### src/status_out_pkg.sv
package status_out_pkg;
  localparam int ADDR_W = 5;
  localparam int DATA_W = 32;
  localparam int TIMER_W = 16;
  localparam int CFG_W = 4;
  localparam int ST_W = 6;
  localparam int EV_W = 4;
  localparam int CODE_W = 3;

  localparam logic [ADDR_W-1:0] OFF_CFG_STAGED = 5'h00;
  localparam logic [ADDR_W-1:0] OFF_CFG_ACTIVE = 5'h04;
  localparam logic [ADDR_W-1:0] OFF_BRAKE_TIME = 5'h08;
  localparam logic [ADDR_W-1:0] OFF_STATE = 5'h0c;
  localparam logic [ADDR_W-1:0] OFF_IRQ_STATUS = 5'h10;
  localparam logic [ADDR_W-1:0] OFF_IRQ_MASK = 5'h14;
  localparam logic [ADDR_W-1:0] OFF_CTRL = 5'h18;

  localparam int CFG_BRAKE_POL = 0;
  localparam int CFG_READY_POL = 1;
  localparam int CFG_WARN_POL = 2;
  localparam int CFG_FUNC_SEL = 3;

  localparam int ST_RELEASE = 0;
  localparam int ST_READY = 1;
  localparam int ST_WARN = 2;
  localparam int ST_FAULT = 3;
  localparam int ST_BRAKE_DELAY = 4;
  localparam int ST_ERR_HOLD = 5;

  localparam int EV_FAULT = 0;
  localparam int EV_ERROR = 1;
  localparam int EV_WARN = 2;
  localparam int EV_READY_LOST = 3;

  localparam int CTRL_RESTART = 0;

  localparam logic [CFG_W-1:0] CFG_RESET = 4'h0;
  localparam logic [TIMER_W-1:0] BRAKE_TIME_RESET = 16'h0000;
  localparam logic [EV_W-1:0] MASK_RESET = 4'h0;

  localparam int CLK_PERIOD_NS = 10;
  localparam int TICK_NS = 1000000;
  localparam int TICK_CYCLES = (TICK_NS + CLK_PERIOD_NS - 1) / CLK_PERIOD_NS;
  localparam int ERR_HOLD_S = 2;
  localparam int TICKS_PER_S = 1000;
  localparam int ERR_HOLD_TICKS = ERR_HOLD_S * TICKS_PER_S;

  typedef enum logic {
    BUS_IDLE = 1'b0,
    BUS_ACK = 1'b1
  } bus_state_t;
endpackage

### src/timer_if.sv
`timescale 1ns/1ns
interface timer_if;
  import status_out_pkg::*;
  logic start;
  logic [TIMER_W-1:0] load;
  logic busy;
  modport ctl (output start, output load, input busy);
  modport tmr (input start, input load, output busy);
endinterface

### src/hold_timer.sv
`timescale 1ns/1ns
module hold_timer #(
  parameter int TICK_CYCLES = status_out_pkg::TICK_CYCLES
) (
  input wire logic clk,
  input wire logic nrst,
  timer_if.tmr t
);
  import status_out_pkg::*;

  localparam logic [31:0] TICK_LAST = 32'(TICK_CYCLES - 1);

  logic [TIMER_W-1:0] rem_q;
  logic [31:0] pre_q;

  // A new start always reloads, even mid-count
  always_ff @(posedge clk or negedge nrst) begin
    if (!nrst) begin
      rem_q <= '0;
      pre_q <= '0;
    end else if (t.start) begin
      rem_q <= t.load;
      pre_q <= '0;
    end else if (rem_q != '0) begin
      if (pre_q == TICK_LAST) begin
        pre_q <= '0;
        rem_q <= rem_q - TIMER_W'(1);
      end else begin
        pre_q <= pre_q + 32'h1;
      end
    end
  end

  assign t.busy = (rem_q != '0);
endmodule

### src/drive_status_outputs.sv
`timescale 1ns/1ns
module drive_status_outputs #(
  parameter int TICK_CYCLES = status_out_pkg::TICK_CYCLES,
  parameter int ERR_HOLD_TICKS = status_out_pkg::ERR_HOLD_TICKS
) (
  input wire logic clk,
  input wire logic nrst,
  input wire logic [status_out_pkg::ADDR_W-1:0] address,
  input wire logic read,
  input wire logic write,
  input wire logic [status_out_pkg::DATA_W-1:0] writedata,
  input wire logic [3:0] byteenable,
  output logic [status_out_pkg::DATA_W-1:0] readdata,
  output logic waitrequest,
  output logic irq,
  input wire logic servo_fault_flag,
  input wire logic motor_power_on,
  input wire logic main_power_on,
  input wire logic hw_base_block,
  input wire logic error_event,
  input wire logic warning_active,
  input wire logic [status_out_pkg::CODE_W-1:0] alarm_code,
  output logic warn_pin_closed,
  output logic brake_pin_closed,
  output logic ready_pin_closed
);
  import status_out_pkg::*;

  localparam logic [TIMER_W-1:0] ERR_LOAD = TIMER_W'(ERR_HOLD_TICKS);
  localparam logic [31:0] HOLD_CYC = 32'(ERR_HOLD_TICKS * TICK_CYCLES);
  localparam logic [31:0] SINCE_MAX = HOLD_CYC + 32'h3;

  bus_state_t bus_q;
  logic [DATA_W-1:0] rd_mux;
  logic [DATA_W-1:0] readdata_q;
  logic bus_fire;
  logic wr_fire;
  logic restart_pulse;

  logic [CFG_W-1:0] cfg_staged_q;
  logic [CFG_W-1:0] cfg_active_q;
  logic [TIMER_W-1:0] brake_time_q;
  logic [EV_W-1:0] irq_status_q;
  logic [EV_W-1:0] irq_mask_q;
  logic [EV_W-1:0] irq_clr;
  logic [EV_W-1:0] ev;

  logic motor_on_q;
  logic fault_q;
  logic warn_in_q;
  logic release_d;
  logic release_q;
  logic ready_d;
  logic ready_q;
  logic warn_ind_d;
  logic warn_ind_q;
  logic [ST_W-1:0] state_word;

  logic warn_pin_q;
  logic brake_pin_q;
  logic ready_pin_q;

  timer_if brake_tmr ();
  timer_if err_tmr ();

  // Bus slave: one wait cycle per access, so read data come from a flop
  assign waitrequest = (read || write) && (bus_q == BUS_IDLE);
  assign bus_fire = (read || write) && (bus_q == BUS_ACK);
  assign wr_fire = write && bus_fire;

  always_ff @(posedge clk or negedge nrst) begin
    if (!nrst) begin
      bus_q <= BUS_IDLE;
    end else begin
      unique case (bus_q)
        BUS_IDLE: begin
          if (read || write) begin
            bus_q <= BUS_ACK;
          end
        end
        BUS_ACK: begin
          bus_q <= BUS_IDLE;
        end
      endcase
    end
  end

  always_comb begin
    rd_mux = '0;
    unique case (address)
      OFF_CFG_STAGED: rd_mux[CFG_W-1:0] = cfg_staged_q;
      OFF_CFG_ACTIVE: rd_mux[CFG_W-1:0] = cfg_active_q;
      OFF_BRAKE_TIME: rd_mux[TIMER_W-1:0] = brake_time_q;
      OFF_STATE: rd_mux[ST_W-1:0] = state_word;
      OFF_IRQ_STATUS: rd_mux[EV_W-1:0] = irq_status_q;
      OFF_IRQ_MASK: rd_mux[EV_W-1:0] = irq_mask_q;
      default: rd_mux = '0;
    endcase
  end

  always_ff @(posedge clk or negedge nrst) begin
    if (!nrst) begin
      readdata_q <= '0;
    end else if (read && bus_q == BUS_IDLE) begin
      readdata_q <= rd_mux;
    end
  end

  assign readdata = readdata_q;

  // Staged settings only reach the pins through a restart
  always_ff @(posedge clk or negedge nrst) begin
    if (!nrst) begin
      cfg_staged_q <= CFG_RESET;
    end else if (wr_fire && address == OFF_CFG_STAGED && byteenable[0]) begin
      cfg_staged_q <= writedata[CFG_W-1:0];
    end
  end

  assign restart_pulse = wr_fire && (address == OFF_CTRL) && byteenable[0]
                         && writedata[CTRL_RESTART];

  always_ff @(posedge clk or negedge nrst) begin
    if (!nrst) begin
      cfg_active_q <= CFG_RESET;
    end else if (restart_pulse) begin
      cfg_active_q <= cfg_staged_q;
    end
  end

  // Brake delay acts at once, as it only shapes the next power-off
  always_ff @(posedge clk or negedge nrst) begin
    if (!nrst) begin
      brake_time_q <= BRAKE_TIME_RESET;
    end else if (wr_fire && address == OFF_BRAKE_TIME) begin
      if (byteenable[0]) begin
        brake_time_q[7:0] <= writedata[7:0];
      end
      if (byteenable[1]) begin
        brake_time_q[15:8] <= writedata[15:8];
      end
    end
  end

  always_ff @(posedge clk or negedge nrst) begin
    if (!nrst) begin
      irq_mask_q <= MASK_RESET;
    end else if (wr_fire && address == OFF_IRQ_MASK && byteenable[0]) begin
      irq_mask_q <= writedata[EV_W-1:0];
    end
  end

  assign irq_clr = (wr_fire && address == OFF_IRQ_STATUS && byteenable[0])
                   ? writedata[EV_W-1:0] : '0;

  // Set beats clear so an event in the clearing cycle survives
  always_ff @(posedge clk or negedge nrst) begin
    if (!nrst) begin
      irq_status_q <= '0;
    end else begin
      irq_status_q <= (irq_status_q & ~irq_clr) | ev;
    end
  end

  assign irq = |(irq_status_q & irq_mask_q);

  always_ff @(posedge clk or negedge nrst) begin
    if (!nrst) begin
      motor_on_q <= 1'b0;
      fault_q <= 1'b0;
      warn_in_q <= 1'b0;
    end else begin
      motor_on_q <= motor_power_on;
      fault_q <= servo_fault_flag;
      warn_in_q <= warning_active;
    end
  end

  always_comb begin
    ev = '0;
    ev[EV_FAULT] = servo_fault_flag && !fault_q;
    ev[EV_ERROR] = error_event;
    ev[EV_WARN] = warning_active && !warn_in_q;
    ev[EV_READY_LOST] = ready_q && !ready_d;
  end

  // Delay starts at the power-off edge; a fault overrides it
  assign brake_tmr.start = !motor_power_on && motor_on_q && !servo_fault_flag;
  assign brake_tmr.load = brake_time_q;

  hold_timer #(.TICK_CYCLES(TICK_CYCLES)) u_brake_timer (
    .clk(clk),
    .nrst(nrst),
    .t(brake_tmr.tmr)
  );

  assign err_tmr.start = error_event;
  assign err_tmr.load = ERR_LOAD;

  hold_timer #(.TICK_CYCLES(TICK_CYCLES)) u_err_timer (
    .clk(clk),
    .nrst(nrst),
    .t(err_tmr.tmr)
  );

  // motor_on_q bridges the cycle before the delay timer shows busy
  assign release_d = !servo_fault_flag
                     && (motor_power_on || motor_on_q || brake_tmr.busy);
  assign ready_d = main_power_on && !hw_base_block && !servo_fault_flag;
  assign warn_ind_d = warning_active || err_tmr.busy;

  always_ff @(posedge clk or negedge nrst) begin
    if (!nrst) begin
      release_q <= 1'b0;
      ready_q <= 1'b0;
      warn_ind_q <= 1'b0;
    end else begin
      release_q <= release_d;
      ready_q <= ready_d;
      warn_ind_q <= warn_ind_d;
    end
  end

  // Alarm code pins carry no polarity inversion
  always_ff @(posedge clk or negedge nrst) begin
    if (!nrst) begin
      warn_pin_q <= 1'b0;
      brake_pin_q <= 1'b0;
      ready_pin_q <= 1'b0;
    end else if (cfg_active_q[CFG_FUNC_SEL]) begin
      warn_pin_q <= alarm_code[0];
      brake_pin_q <= alarm_code[1];
      ready_pin_q <= alarm_code[2];
    end else begin
      warn_pin_q <= warn_ind_d ^ cfg_active_q[CFG_WARN_POL];
      brake_pin_q <= release_d ^ cfg_active_q[CFG_BRAKE_POL];
      ready_pin_q <= ready_d ^ cfg_active_q[CFG_READY_POL];
    end
  end

  assign warn_pin_closed = warn_pin_q;
  assign brake_pin_closed = brake_pin_q;
  assign ready_pin_closed = ready_pin_q;

  always_comb begin
    state_word = '0;
    state_word[ST_RELEASE] = release_q;
    state_word[ST_READY] = ready_q;
    state_word[ST_WARN] = warn_ind_q;
    state_word[ST_FAULT] = fault_q;
    state_word[ST_BRAKE_DELAY] = brake_tmr.busy;
    state_word[ST_ERR_HOLD] = err_tmr.busy;
  end

  // Cycles since the last error event, saturating; read only by checks
  logic [31:0] since_err_q;

  always_ff @(posedge clk or negedge nrst) begin
    if (!nrst) begin
      since_err_q <= SINCE_MAX;
    end else if (error_event) begin
      since_err_q <= 32'h1;
    end else if (since_err_q != SINCE_MAX) begin
      since_err_q <= since_err_q + 32'h1;
    end
  end
endmodule

### config.mk
export PLATFORM = sky130hd
export DESIGN_NAME = drive_status_outputs
export DESIGN_NICKNAME = d
export VERILOG_FILES = /design/src/status_out_pkg.sv /design/src/timer_if.sv /design/src/hold_timer.sv /design/src/drive_status_outputs.sv
export SDC_FILE = /design/constraint.sdc
export NUM_CORES = 1
export LEC_CHECK = 0
export ABC_AREA = 0
export BUFFER_PORTS_ARGS = -buffer_cell sky130_fd_sc_hd__buf_2
export CAP_MARGIN = 20
export CELL_PAD_IN_SITES_DETAIL_PLACEMENT = 2
export CELL_PAD_IN_SITES_GLOBAL_PLACEMENT = 2
export CORE_AREA = 4 4 149 151
export CTS_CLUSTER_SIZE = 20
export DETAILED_ROUTE_END_ITERATION = 12
export DIE_AREA = 0 0 153 155
export HOLD_SLACK_MARGIN = 0.05
export PLACE_DENSITY = 0.84
export SETUP_SLACK_MARGIN = 0.3
export SYNTH_ARGS = -nofsm -noshare
export SYNTH_HDL_FRONTEND = slang
export SYNTH_SLANG_ARGS = --single-unit
### constraint.sdc
create_clock -name clk -period 2.9 [get_ports clk]
set_clock_uncertainty 0.1 [all_clocks]
set_input_delay 0.58 -clock clk [delete_from_list [all_inputs] [get_ports clk]]
set_output_delay 0.58 -clock clk [all_outputs]
set_load 0.01 [all_outputs]
== Word-level counts from Yosys, hierarchy flattened ==
Cells that the tools add are included.

* Bits in registers: 154
* Input port bits: 54
* Output and inout bits: 37
* Word-level logic and storage cells: 106

* Add/sub/neg operators: 4
* Eq/ne operators: 8
* Muxes and demuxes: 21
* Bitwise gates (word level): 8
* Reductions and logical operators: 44

{| class="wikitable"
|+ Operators with widths
! cell !! count
|-
| 2-to-1 mux 32 bit || 6
|-
| 2-to-1 mux 16 bit || 6
|-
| adder 32 x 1 -> 32 bit, second input constant || 2
|-
| equality test 32 x 17 -> 1 bit, second input constant || 2
|-
| nonzero test 16 bit || 2
|-
| subtractor 16 x 1 -> 16 bit, second input constant || 2
|-
| one-hot mux 4 bit (6 select lines) || 1
|-
| logical AND 1 bit || 22
|-
| equality test 5 bit, second input constant || 3
|-
| equality test 5 x 4 -> 1 bit, second input constant || 2
|-
| 2-to-1 mux 10 bit || 1
|-
| AND 4 bit || 2
|-
| AND reduction 2 bit || 4
|-
| nonzero test 2 bit || 4
|-
| zero test 1 bit || 6
|-
| equality test 5 x 3 -> 1 bit, second input constant || 1
|-
| zero test 5 bit || 1
|-
| logical OR 1 bit || 4
|-
| 2-to-1 mux 1 bit || 4
|-
| 2-to-1 mux 4 bit || 1
|-
| NOT 4 bit || 1
|-
| bitwise OR 4 bit || 1
|-
| one-hot mux 2 bit (2 select lines) || 1
|-
| OR reduction 4 bit || 1
|-
| other kinds (3) || 5
|}

== Longest topological paths before layout ==
Gate-level depths: netlist of the first run.

* Depth in word-level cells: 9
* Mapped depth: 9
* Mapped depth without buffers: 8

== Modules after synthesis ==
From an unflattened synthesis of the first run, not the netlist that was laid out.

* Cell total of the unflattened synthesis: 905
* Area, all modules: 8668.3 um^2

{| class="wikitable"
|+ Modules (own cells, without submodules)
! module !! instances !! cells each !! area each (um^2) !! sequential area each (um^2)
|-
| hold_timer || 2 || 347 || 3025.4 || 1201.2
|-
| drive_status_outputs || 1 || 211 || 2617.5 || 1451.4
|}

== Least setup slack after synthesis of the first run ==
Ideal clock, no wire load.

* Kind: in2reg
* From: input address[1] in the netlist's numbering
* To: register brake_time_q[10]
* Setup time: 0.125 ns
* Data arrival time: 2.068 ns
* Data required time: 2.675 ns
* Slack: 0.607 ns
* Stages: 6
* Buffers on the path: 2
* Cells stage by stage: or2_0 -> clkbuf_1 -> or3_1 -> buf_2 -> nor3_4 -> mux2_2

* Longest elaborated chain between the ends: 3

{| class="wikitable"
|+ Ends and longest elaborated chain
! item !! line !! text
|-
| start, declared || drive_status_outputs.sv:8 || <nowiki>input wire logic [status_out_pkg::ADDR_W-1:0] address,</nowiki>
|-
| equality test 5 x 4 -> 1 bit || drive_status_outputs.sv:135 || <nowiki>end else if (wr_fire && address == OFF_BRAKE_TIME) begin</nowiki>
|-
| logical AND 1 bit || drive_status_outputs.sv:135 ||
|-
| AND reduction 2 bit (no line) || -- ||
|-
| end signal, assigned || drive_status_outputs.sv:140 || <nowiki>brake_time_q[15:8] <= writedata[15:8];</nowiki>
|-
| end, declared || drive_status_outputs.sv:42 || <nowiki>logic [TIMER_W-1:0] brake_time_q;</nowiki>
|}

No other way between the ends.
A chain may end at the register's enable or synchronous reset.

== Final worst setup path of the first run ==
* From: register u_err_timer.pre_q[23]
* To: register u_err_timer.rem_q[11]

* Longest elaborated chain between the ends: 3

{| class="wikitable"
|+ Ends and longest elaborated chain
! item !! line !! text
|-
| start, declared || hold_timer.sv:14 || <nowiki>logic [31:0] pre_q;</nowiki>
|-
| start signal, assigned || hold_timer.sv:29 || <nowiki>pre_q <= pre_q + 32'h1;</nowiki>
|-
| equality test 32 x 17 -> 1 bit || hold_timer.sv:25 || <nowiki>if (pre_q == TICK_LAST) begin</nowiki>
|-
| nonzero test 2 bit (no line) || -- ||
|-
| AND reduction 2 bit (no line) || -- ||
|-
| end signal, assigned || hold_timer.sv:22 || <nowiki>rem_q <= t.load;</nowiki>
|-
| end signal, assigned || hold_timer.sv:27 || <nowiki>rem_q <= rem_q - TIMER_W'(1);</nowiki>
|-
| end, declared || hold_timer.sv:13 || <nowiki>logic [TIMER_W-1:0] rem_q;</nowiki>
|}

No other way between the ends.

==> results of run 1 <==
[cell families (layout without fill, tap and decap cells)]
logic type	count (synthesis)	count (layout)	synth area share, %
buffers and inverters	54	129	3.45
other	1	16	0.0476
xor gates and xnor gates	71	71	7.90
adders and majority gates	5	5	0.795
and+or+nand+nor	356	356	24.9
muxes	37	37	5.21
AOI/OAI and AO/OA	100	100	8.71
DFF	154	154	49.0
[worst paths after layout]
path / startpoint / end / slack (ns)
max reg2reg: u_err_timer.pre_q[23] / u_err_timer.rem_q[11] / 0.38
max: u_err_timer.pre_q[23] / u_err_timer.rem_q[11] / 0.38
min reg2reg: fault_q / irq_status_q[0] / 0.37
max in group asynchronous: nrst / brake_time_q[9] / 1.44
min: warning_active / warn_in_q / 0.20
min in group asynchronous: nrst / readdata[2] / 0.55
[metal layers]
metal	track usage (%)	up-vias	wire length, um
met3	4.12	51	898
met5	0	-	0
met4	6.75	0	680
met2	38.1	128	13200
met1	28.4	3386	11100
li1	-	2906	-
[layout make-up]
type	count	area, um2	share of cell area [%]
Multi-Input combinational cell	585	3890	41.7
Sequential cell	154	3860	41.3
Timing Repair Buffer	85	566	6.06
Clock buffer	20	467	5.00
Tap cell	275	344	3.69
Clock inverter	12	164	1.76
Inverter	12	45.0	0.483
[synthesized netlist by cell type, types with 16 or more instances]
library cell	instances	share of area, %
dfrtp_1	154	49
nand2_1	83	4.0
nor2_1	83	4.0
xor2_1	53	5.9
nand3_1	39	2.5
mux2_2	32	4.6
o21ai_0	32	2.0
nand4_1	26	2.1
and3_1	24	1.9
xnor2_1	18	2.0
buf_4	16	1.5
clkbuf_1	16	0.76
[where the power goes]
group	total, mW	leakage (nW)	internal [mW]	switching (mW)
clock	2.42	0.295	1.43	0.990
sequential	2.38	2.04	2.26	0.123
combinational	0.605	1.80	0.236	0.369
[sequential cells by signal, indices dropped and copies added (netlist names), 4 cells and up]
| signal | count |
|---|---|
| u_brake_timer.pre_q | 32 |
| u_brake_timer.rem_q | 16 |
| cfg_staged_q | 4 |
| u_err_timer.rem_q | 16 |
| brake_time_q | 16 |
| cfg_active_q | 4 |
| u_err_timer.pre_q | 32 |
| irq_status_q | 4 |
| irq_mask_q | 4 |
| readdata | 16 |
[timing repair]
item	CTS	global route
resized for setup	3	13
setup buffers	1	3
hold buffers	1	0
pin swaps	1	3
endpoints found under the setup margin	27	42
endpoints found under the hold margin	44	0
gates cloned	0	1
[through the flow]
stage          std cells  utilization, %  instance area (um2)  hold WS, ns  total power [mW]
6_report            1143            44.8                 9330        0.195              5.41
2_1_floorplan        793               -                 7930        0.184              2.73
5_1_grt             1143            44.8                 9330        0.179              5.64
3_5_place_dp        1105            41.1                 8550        0.343              2.98
4_1_cts             1139            44.3                 9220        0.188              5.44
3_3_place_gp        1105            41.1                 8550        0.333              2.94
==> out/summary.txt, run 1 <==
Status - complete, no violations
Clock-pin slew on the worst setup and hold paths - 0.07 ns
Worst-skew pair later-pin latency - 0.44 ns
Final worst slack - 0.384 ns
Port bufs - 56
Critical Path Start Type - flop
TNS Setup - 0 ns
Worst Setup End Kind - flop
Max_slew headroom - 59.2%
Slew @ Worst Pin - 0.610 ns
Post-synth EDFFs - 0
Pre-CTS WS - 0.157 ns
Period minus WS final - 2.52 ns
Crit Path Category - reg -> reg
Iteration-0 DRC Markers - 320
Main synth FF type - dfrtp_1
Final worst-path cycle share - 86.8%
Critical Path, Cell by Cell - nor4_2 > nand4_1 > o41ai_4 > buf_6 > nand3_2 > or4_1 > a21oi_1
Vias after detailed routing - 6471
Critical path peak fanout - 6
Die X - 153 um
Clock Tree Buf Depth - 2
RSZ-0062 raised after global routing - no
Chip height - 155 um
Delay-heaviest family, CP - simple AND/OR/NAND/NOR gates
Largest net degree at the start of global routing - 57
Fill count - 2227
PD cells - 579 nW/um2
CTS root buf - clkbuf_16
Synth Cell Area - 7870 um2
Worst Hold Class - in -> reg
DIE AREA - 23700 um2
Final Slew Violations - 0
Pre-antenna DRT Iters - 4
Final hold violations - 0
Core Region - 20800 um2
Post-layout net count - 914
Grt total ovfl - 0
Yosys reg bits - 154
I/O pin total - 91
Sink Count - 154
Synthesis warning total - 0
Remaining DRCs - 0
Rows - 53
Reg2Reg Depth - 7
CTS tree - built
Post-Synthesis Cells - 778
Synth unique cells - 60
Path length in cells of the critical path - 7
FFs w/ async S/R, synth - 100%
Most common cell after layout, fill and taps aside - dfrtp_1
# setup viols final - 0
Final Wtd Congestion - 0.807
N_diodes - 0
Max Freq - 397 MHz
Slowest CP cell - dfrtp_1
VDD IR max - 0.000407 V
Fraction of layout cells with a size suffix above 1 - 21.1%
H-tree depth - 4
Worst EP arrival - 2.78 ns
P_leak - 4.14 nW
Seq/Total Area, Yosys - 49.0%
Hpwl dp - 16.1 mm
Post-DRT Antenna Nets - 0
Max Cap Viol - 0
Initial antenna violation count - 0
Synthesized area per cell - 10.1 um2
Max incr delay on CP - 0.46 ns
Overall routing resource usage - 22.1%
Most frequent cells in the layout - dfrtp_1, nand2_1, nor2_1
Buf/Inv on CP - 1
Number of global-route vias before repair - 7262
Required time of the critical path - 3.16 ns
Vias per cell - 5.66
Starting Density - 37.8%
Drt total wl - 25.9 mm
Routed WL per cell - 22.6 um
CTS Buf Count - 17
First-pass GRT wire length - 41.6 mm
Hold path depth - 1
Area grow syn2layout - 18.6%
(Power assumes the default switching activity.)
==> inputs of run 2 (changes only) <==
==> config.mk (replaced) <==
export PLATFORM = sky130hd
export DESIGN_NAME = drive_status_outputs
export DESIGN_NICKNAME = d
export VERILOG_FILES = /design/src/status_out_pkg.sv /design/src/timer_if.sv /design/src/hold_timer.sv /design/src/drive_status_outputs.sv
export SDC_FILE = /design/constraint.sdc
export NUM_CORES = 1
export LEC_CHECK = 0
export ABC_AREA = 0
export CAP_MARGIN = 30
export CELL_PAD_IN_SITES_DETAIL_PLACEMENT = 2
export CELL_PAD_IN_SITES_GLOBAL_PLACEMENT = 2
export CORE_AREA = 4 4 144 146
export CTS_CLUSTER_SIZE = 20
export DETAILED_ROUTE_END_ITERATION = 12
export DIE_AREA = 0 0 148 150
export DONT_BUFFER_PORTS = 1
export HOLD_SLACK_MARGIN = 0.05
export PLACE_DENSITY = 0.83
export SYNTH_ARGS = -nofsm -noshare
export SYNTH_HDL_FRONTEND = slang
export SYNTH_SLANG_ARGS = --single-unit
==> run 2 against run 1 <==
The run now ends with hold timing left. First-iteration DRC count up 1.3%. Clock power up 5%. Routed wire length down 2.7%. Core utilization up 0.74 points. Flip-flop and latch count unchanged. Sequential power about the same. Sequential share of layout area up 2.3 points. Highest routed layer unchanged.
==> out/summary.txt, run 2 (synthesized netlist as in run 1, its figures left out) <==
Pre-antenna DRT Iters - 5
Largest net degree at the start of global routing - 155
I/O pin total - 91
Drt total wl - 25.2 mm
TNS Setup - 0 ns
Max_slew headroom - 38.3%
Dpl cells - 1031
Final Slew Violations - 0
Iteration-0 DRC Markers - 324
Worst Hold Class - in -> async
Total power - 5.40 mW
VDD IR max - 0.000444 V
Number of global-route vias before repair - 7083
Critical path peak fanout - 8
DIE AREA - 22200 um2
Remaining DRCs - 0
CTS Buf Count - 17
Hold_ws - -0.277 ns
Post-route cell area - 8840 um2
Slew @ Worst Pin - 0.920 ns
Period minus WS final - 2.80 ns
H-tree depth - 4
Vias after detailed routing - 6204
Pre-CTS WS - 0.219 ns
Vias per cell - 5.82
Clock-pin slew on the worst setup and hold paths - 0.07 ns
Number of setup buffers added after CTS - 0
Final worst slack - 0.0997 ns
Final hold violations - 154
Post-layout net count - 847
Rows - 51
Worst-skew pair later-pin latency - 0.44 ns
Hpwl dp - 15.8 mm
Clock Tree Buf Depth - 2
Starting Density - 40.6%
Status - complete, but fails checks
Area grow syn2layout - 12.3%
Most common cell after layout, fill and taps aside - dfrtp_1
Post-DRT Antenna Nets - 0
Final core utilization - 45.6%
Dpl cell area - 8150 um2
Most frequent cells in the layout - dfrtp_1, nand2_1, nor2_1
Grt total ovfl - 0
First-pass GRT wire length - 40.8 mm
Fraction of layout cells with a size suffix above 1 - 13.1%
Overall routing resource usage - 23.7%
Initial antenna violation count - 0
Failing checks - hold timing
Crit Path Category - reg -> reg
N_diodes - 0
Core Region - 19400 um2
Fill count - 2067
Final Wtd Congestion - 0.823
Largest registers - u_brake_timer.pre_q x32, u_err_timer.pre_q x32
Routed WL per cell - 23.6 um
Port bufs - 0
# setup viols final - 0
Sink Count - 154
Worst EP arrival - 3.02 ns
Required time of the critical path - 3.12 ns
Layout Cells excl Fill - 1066
PD cells - 611 nW/um2
Chip height - 150 um
Final worst-path cycle share - 96.6%
Max Freq - 357 MHz
Die X - 148 um
Critical Path Start Type - flop
Max Cap Viol - 0
Worst Setup End Kind - flop
P_leak - 3.79 nW
RSZ-0062 raised after global routing - no
CTS tree - built
CTS root buf - clkbuf_16
[run 2: power by group]
group / total [mW] / internal (mW) / switching, mW
Combinational: 0.483 / 0.189 / 0.294
Sequential: 2.38 / 2.26 / 0.125
Clock: 2.53 / 1.53 / 0.999
[run 2: area by class of cell]
class                   instances  area [um2]  area share (%)
well taps                     265         332            3.75
inverters                      12        45.0           0.510
multi-input cells             585        3820            43.2
flip-flops and latches        154        3850            43.6
repair buffers                 18         143            1.61
clock buffers                  18         429            4.85
clock inverters                14         219            2.48
[run 2: worst max-delay path, cell delays in order (launching register included)]
cell,delay [ns]
dfrtp_1,0.43
inv_1,0.10
ha_1,0.19
nor4b_2,0.17
and4_1,0.33
nor4_4,0.66
nand3_1,0.20
xor2_1,0.19
o21ai_0,0.29
[run 2: path summary, 6_finish.rpt]
check                                        from                       to  slack (ns)  cells past startpoint
min                                          nrst          cfg_staged_q[1]       -0.28                      0
max reg2reg                u_brake_timer.rem_q[0]   u_brake_timer.rem_q[6]         0.1                      8
min in group clk                      error_event     u_err_timer.rem_q[5]        0.10                      1
min reg2reg                               fault_q          irq_status_q[0]        0.41                      1
max                        u_brake_timer.rem_q[0]   u_brake_timer.rem_q[6]         0.1                      8
max in group asynchronous                    nrst  u_brake_timer.rem_q[10]        2.71                      0
[run 2: routing by layer]
metal / part of all wire (%) / vias up / track usage [%] / wire length (um)
li1: - / 2771 / - / -
met1: 42 / 3282 / 28.8 / 10600
met3: 3.1 / 39 / 3.91 / 775
met5: 0 / - / 0 / 0
met4: 2.4 / 0 / 8.73 / 596
met2: 53 / 112 / 42.2 / 13200
[run 2: timing repair]
item,CTS,global route
hold buffers,2,1
setup endpoints to repair,1,1
resized for setup,1,1
hold endpoints to repair,156,155
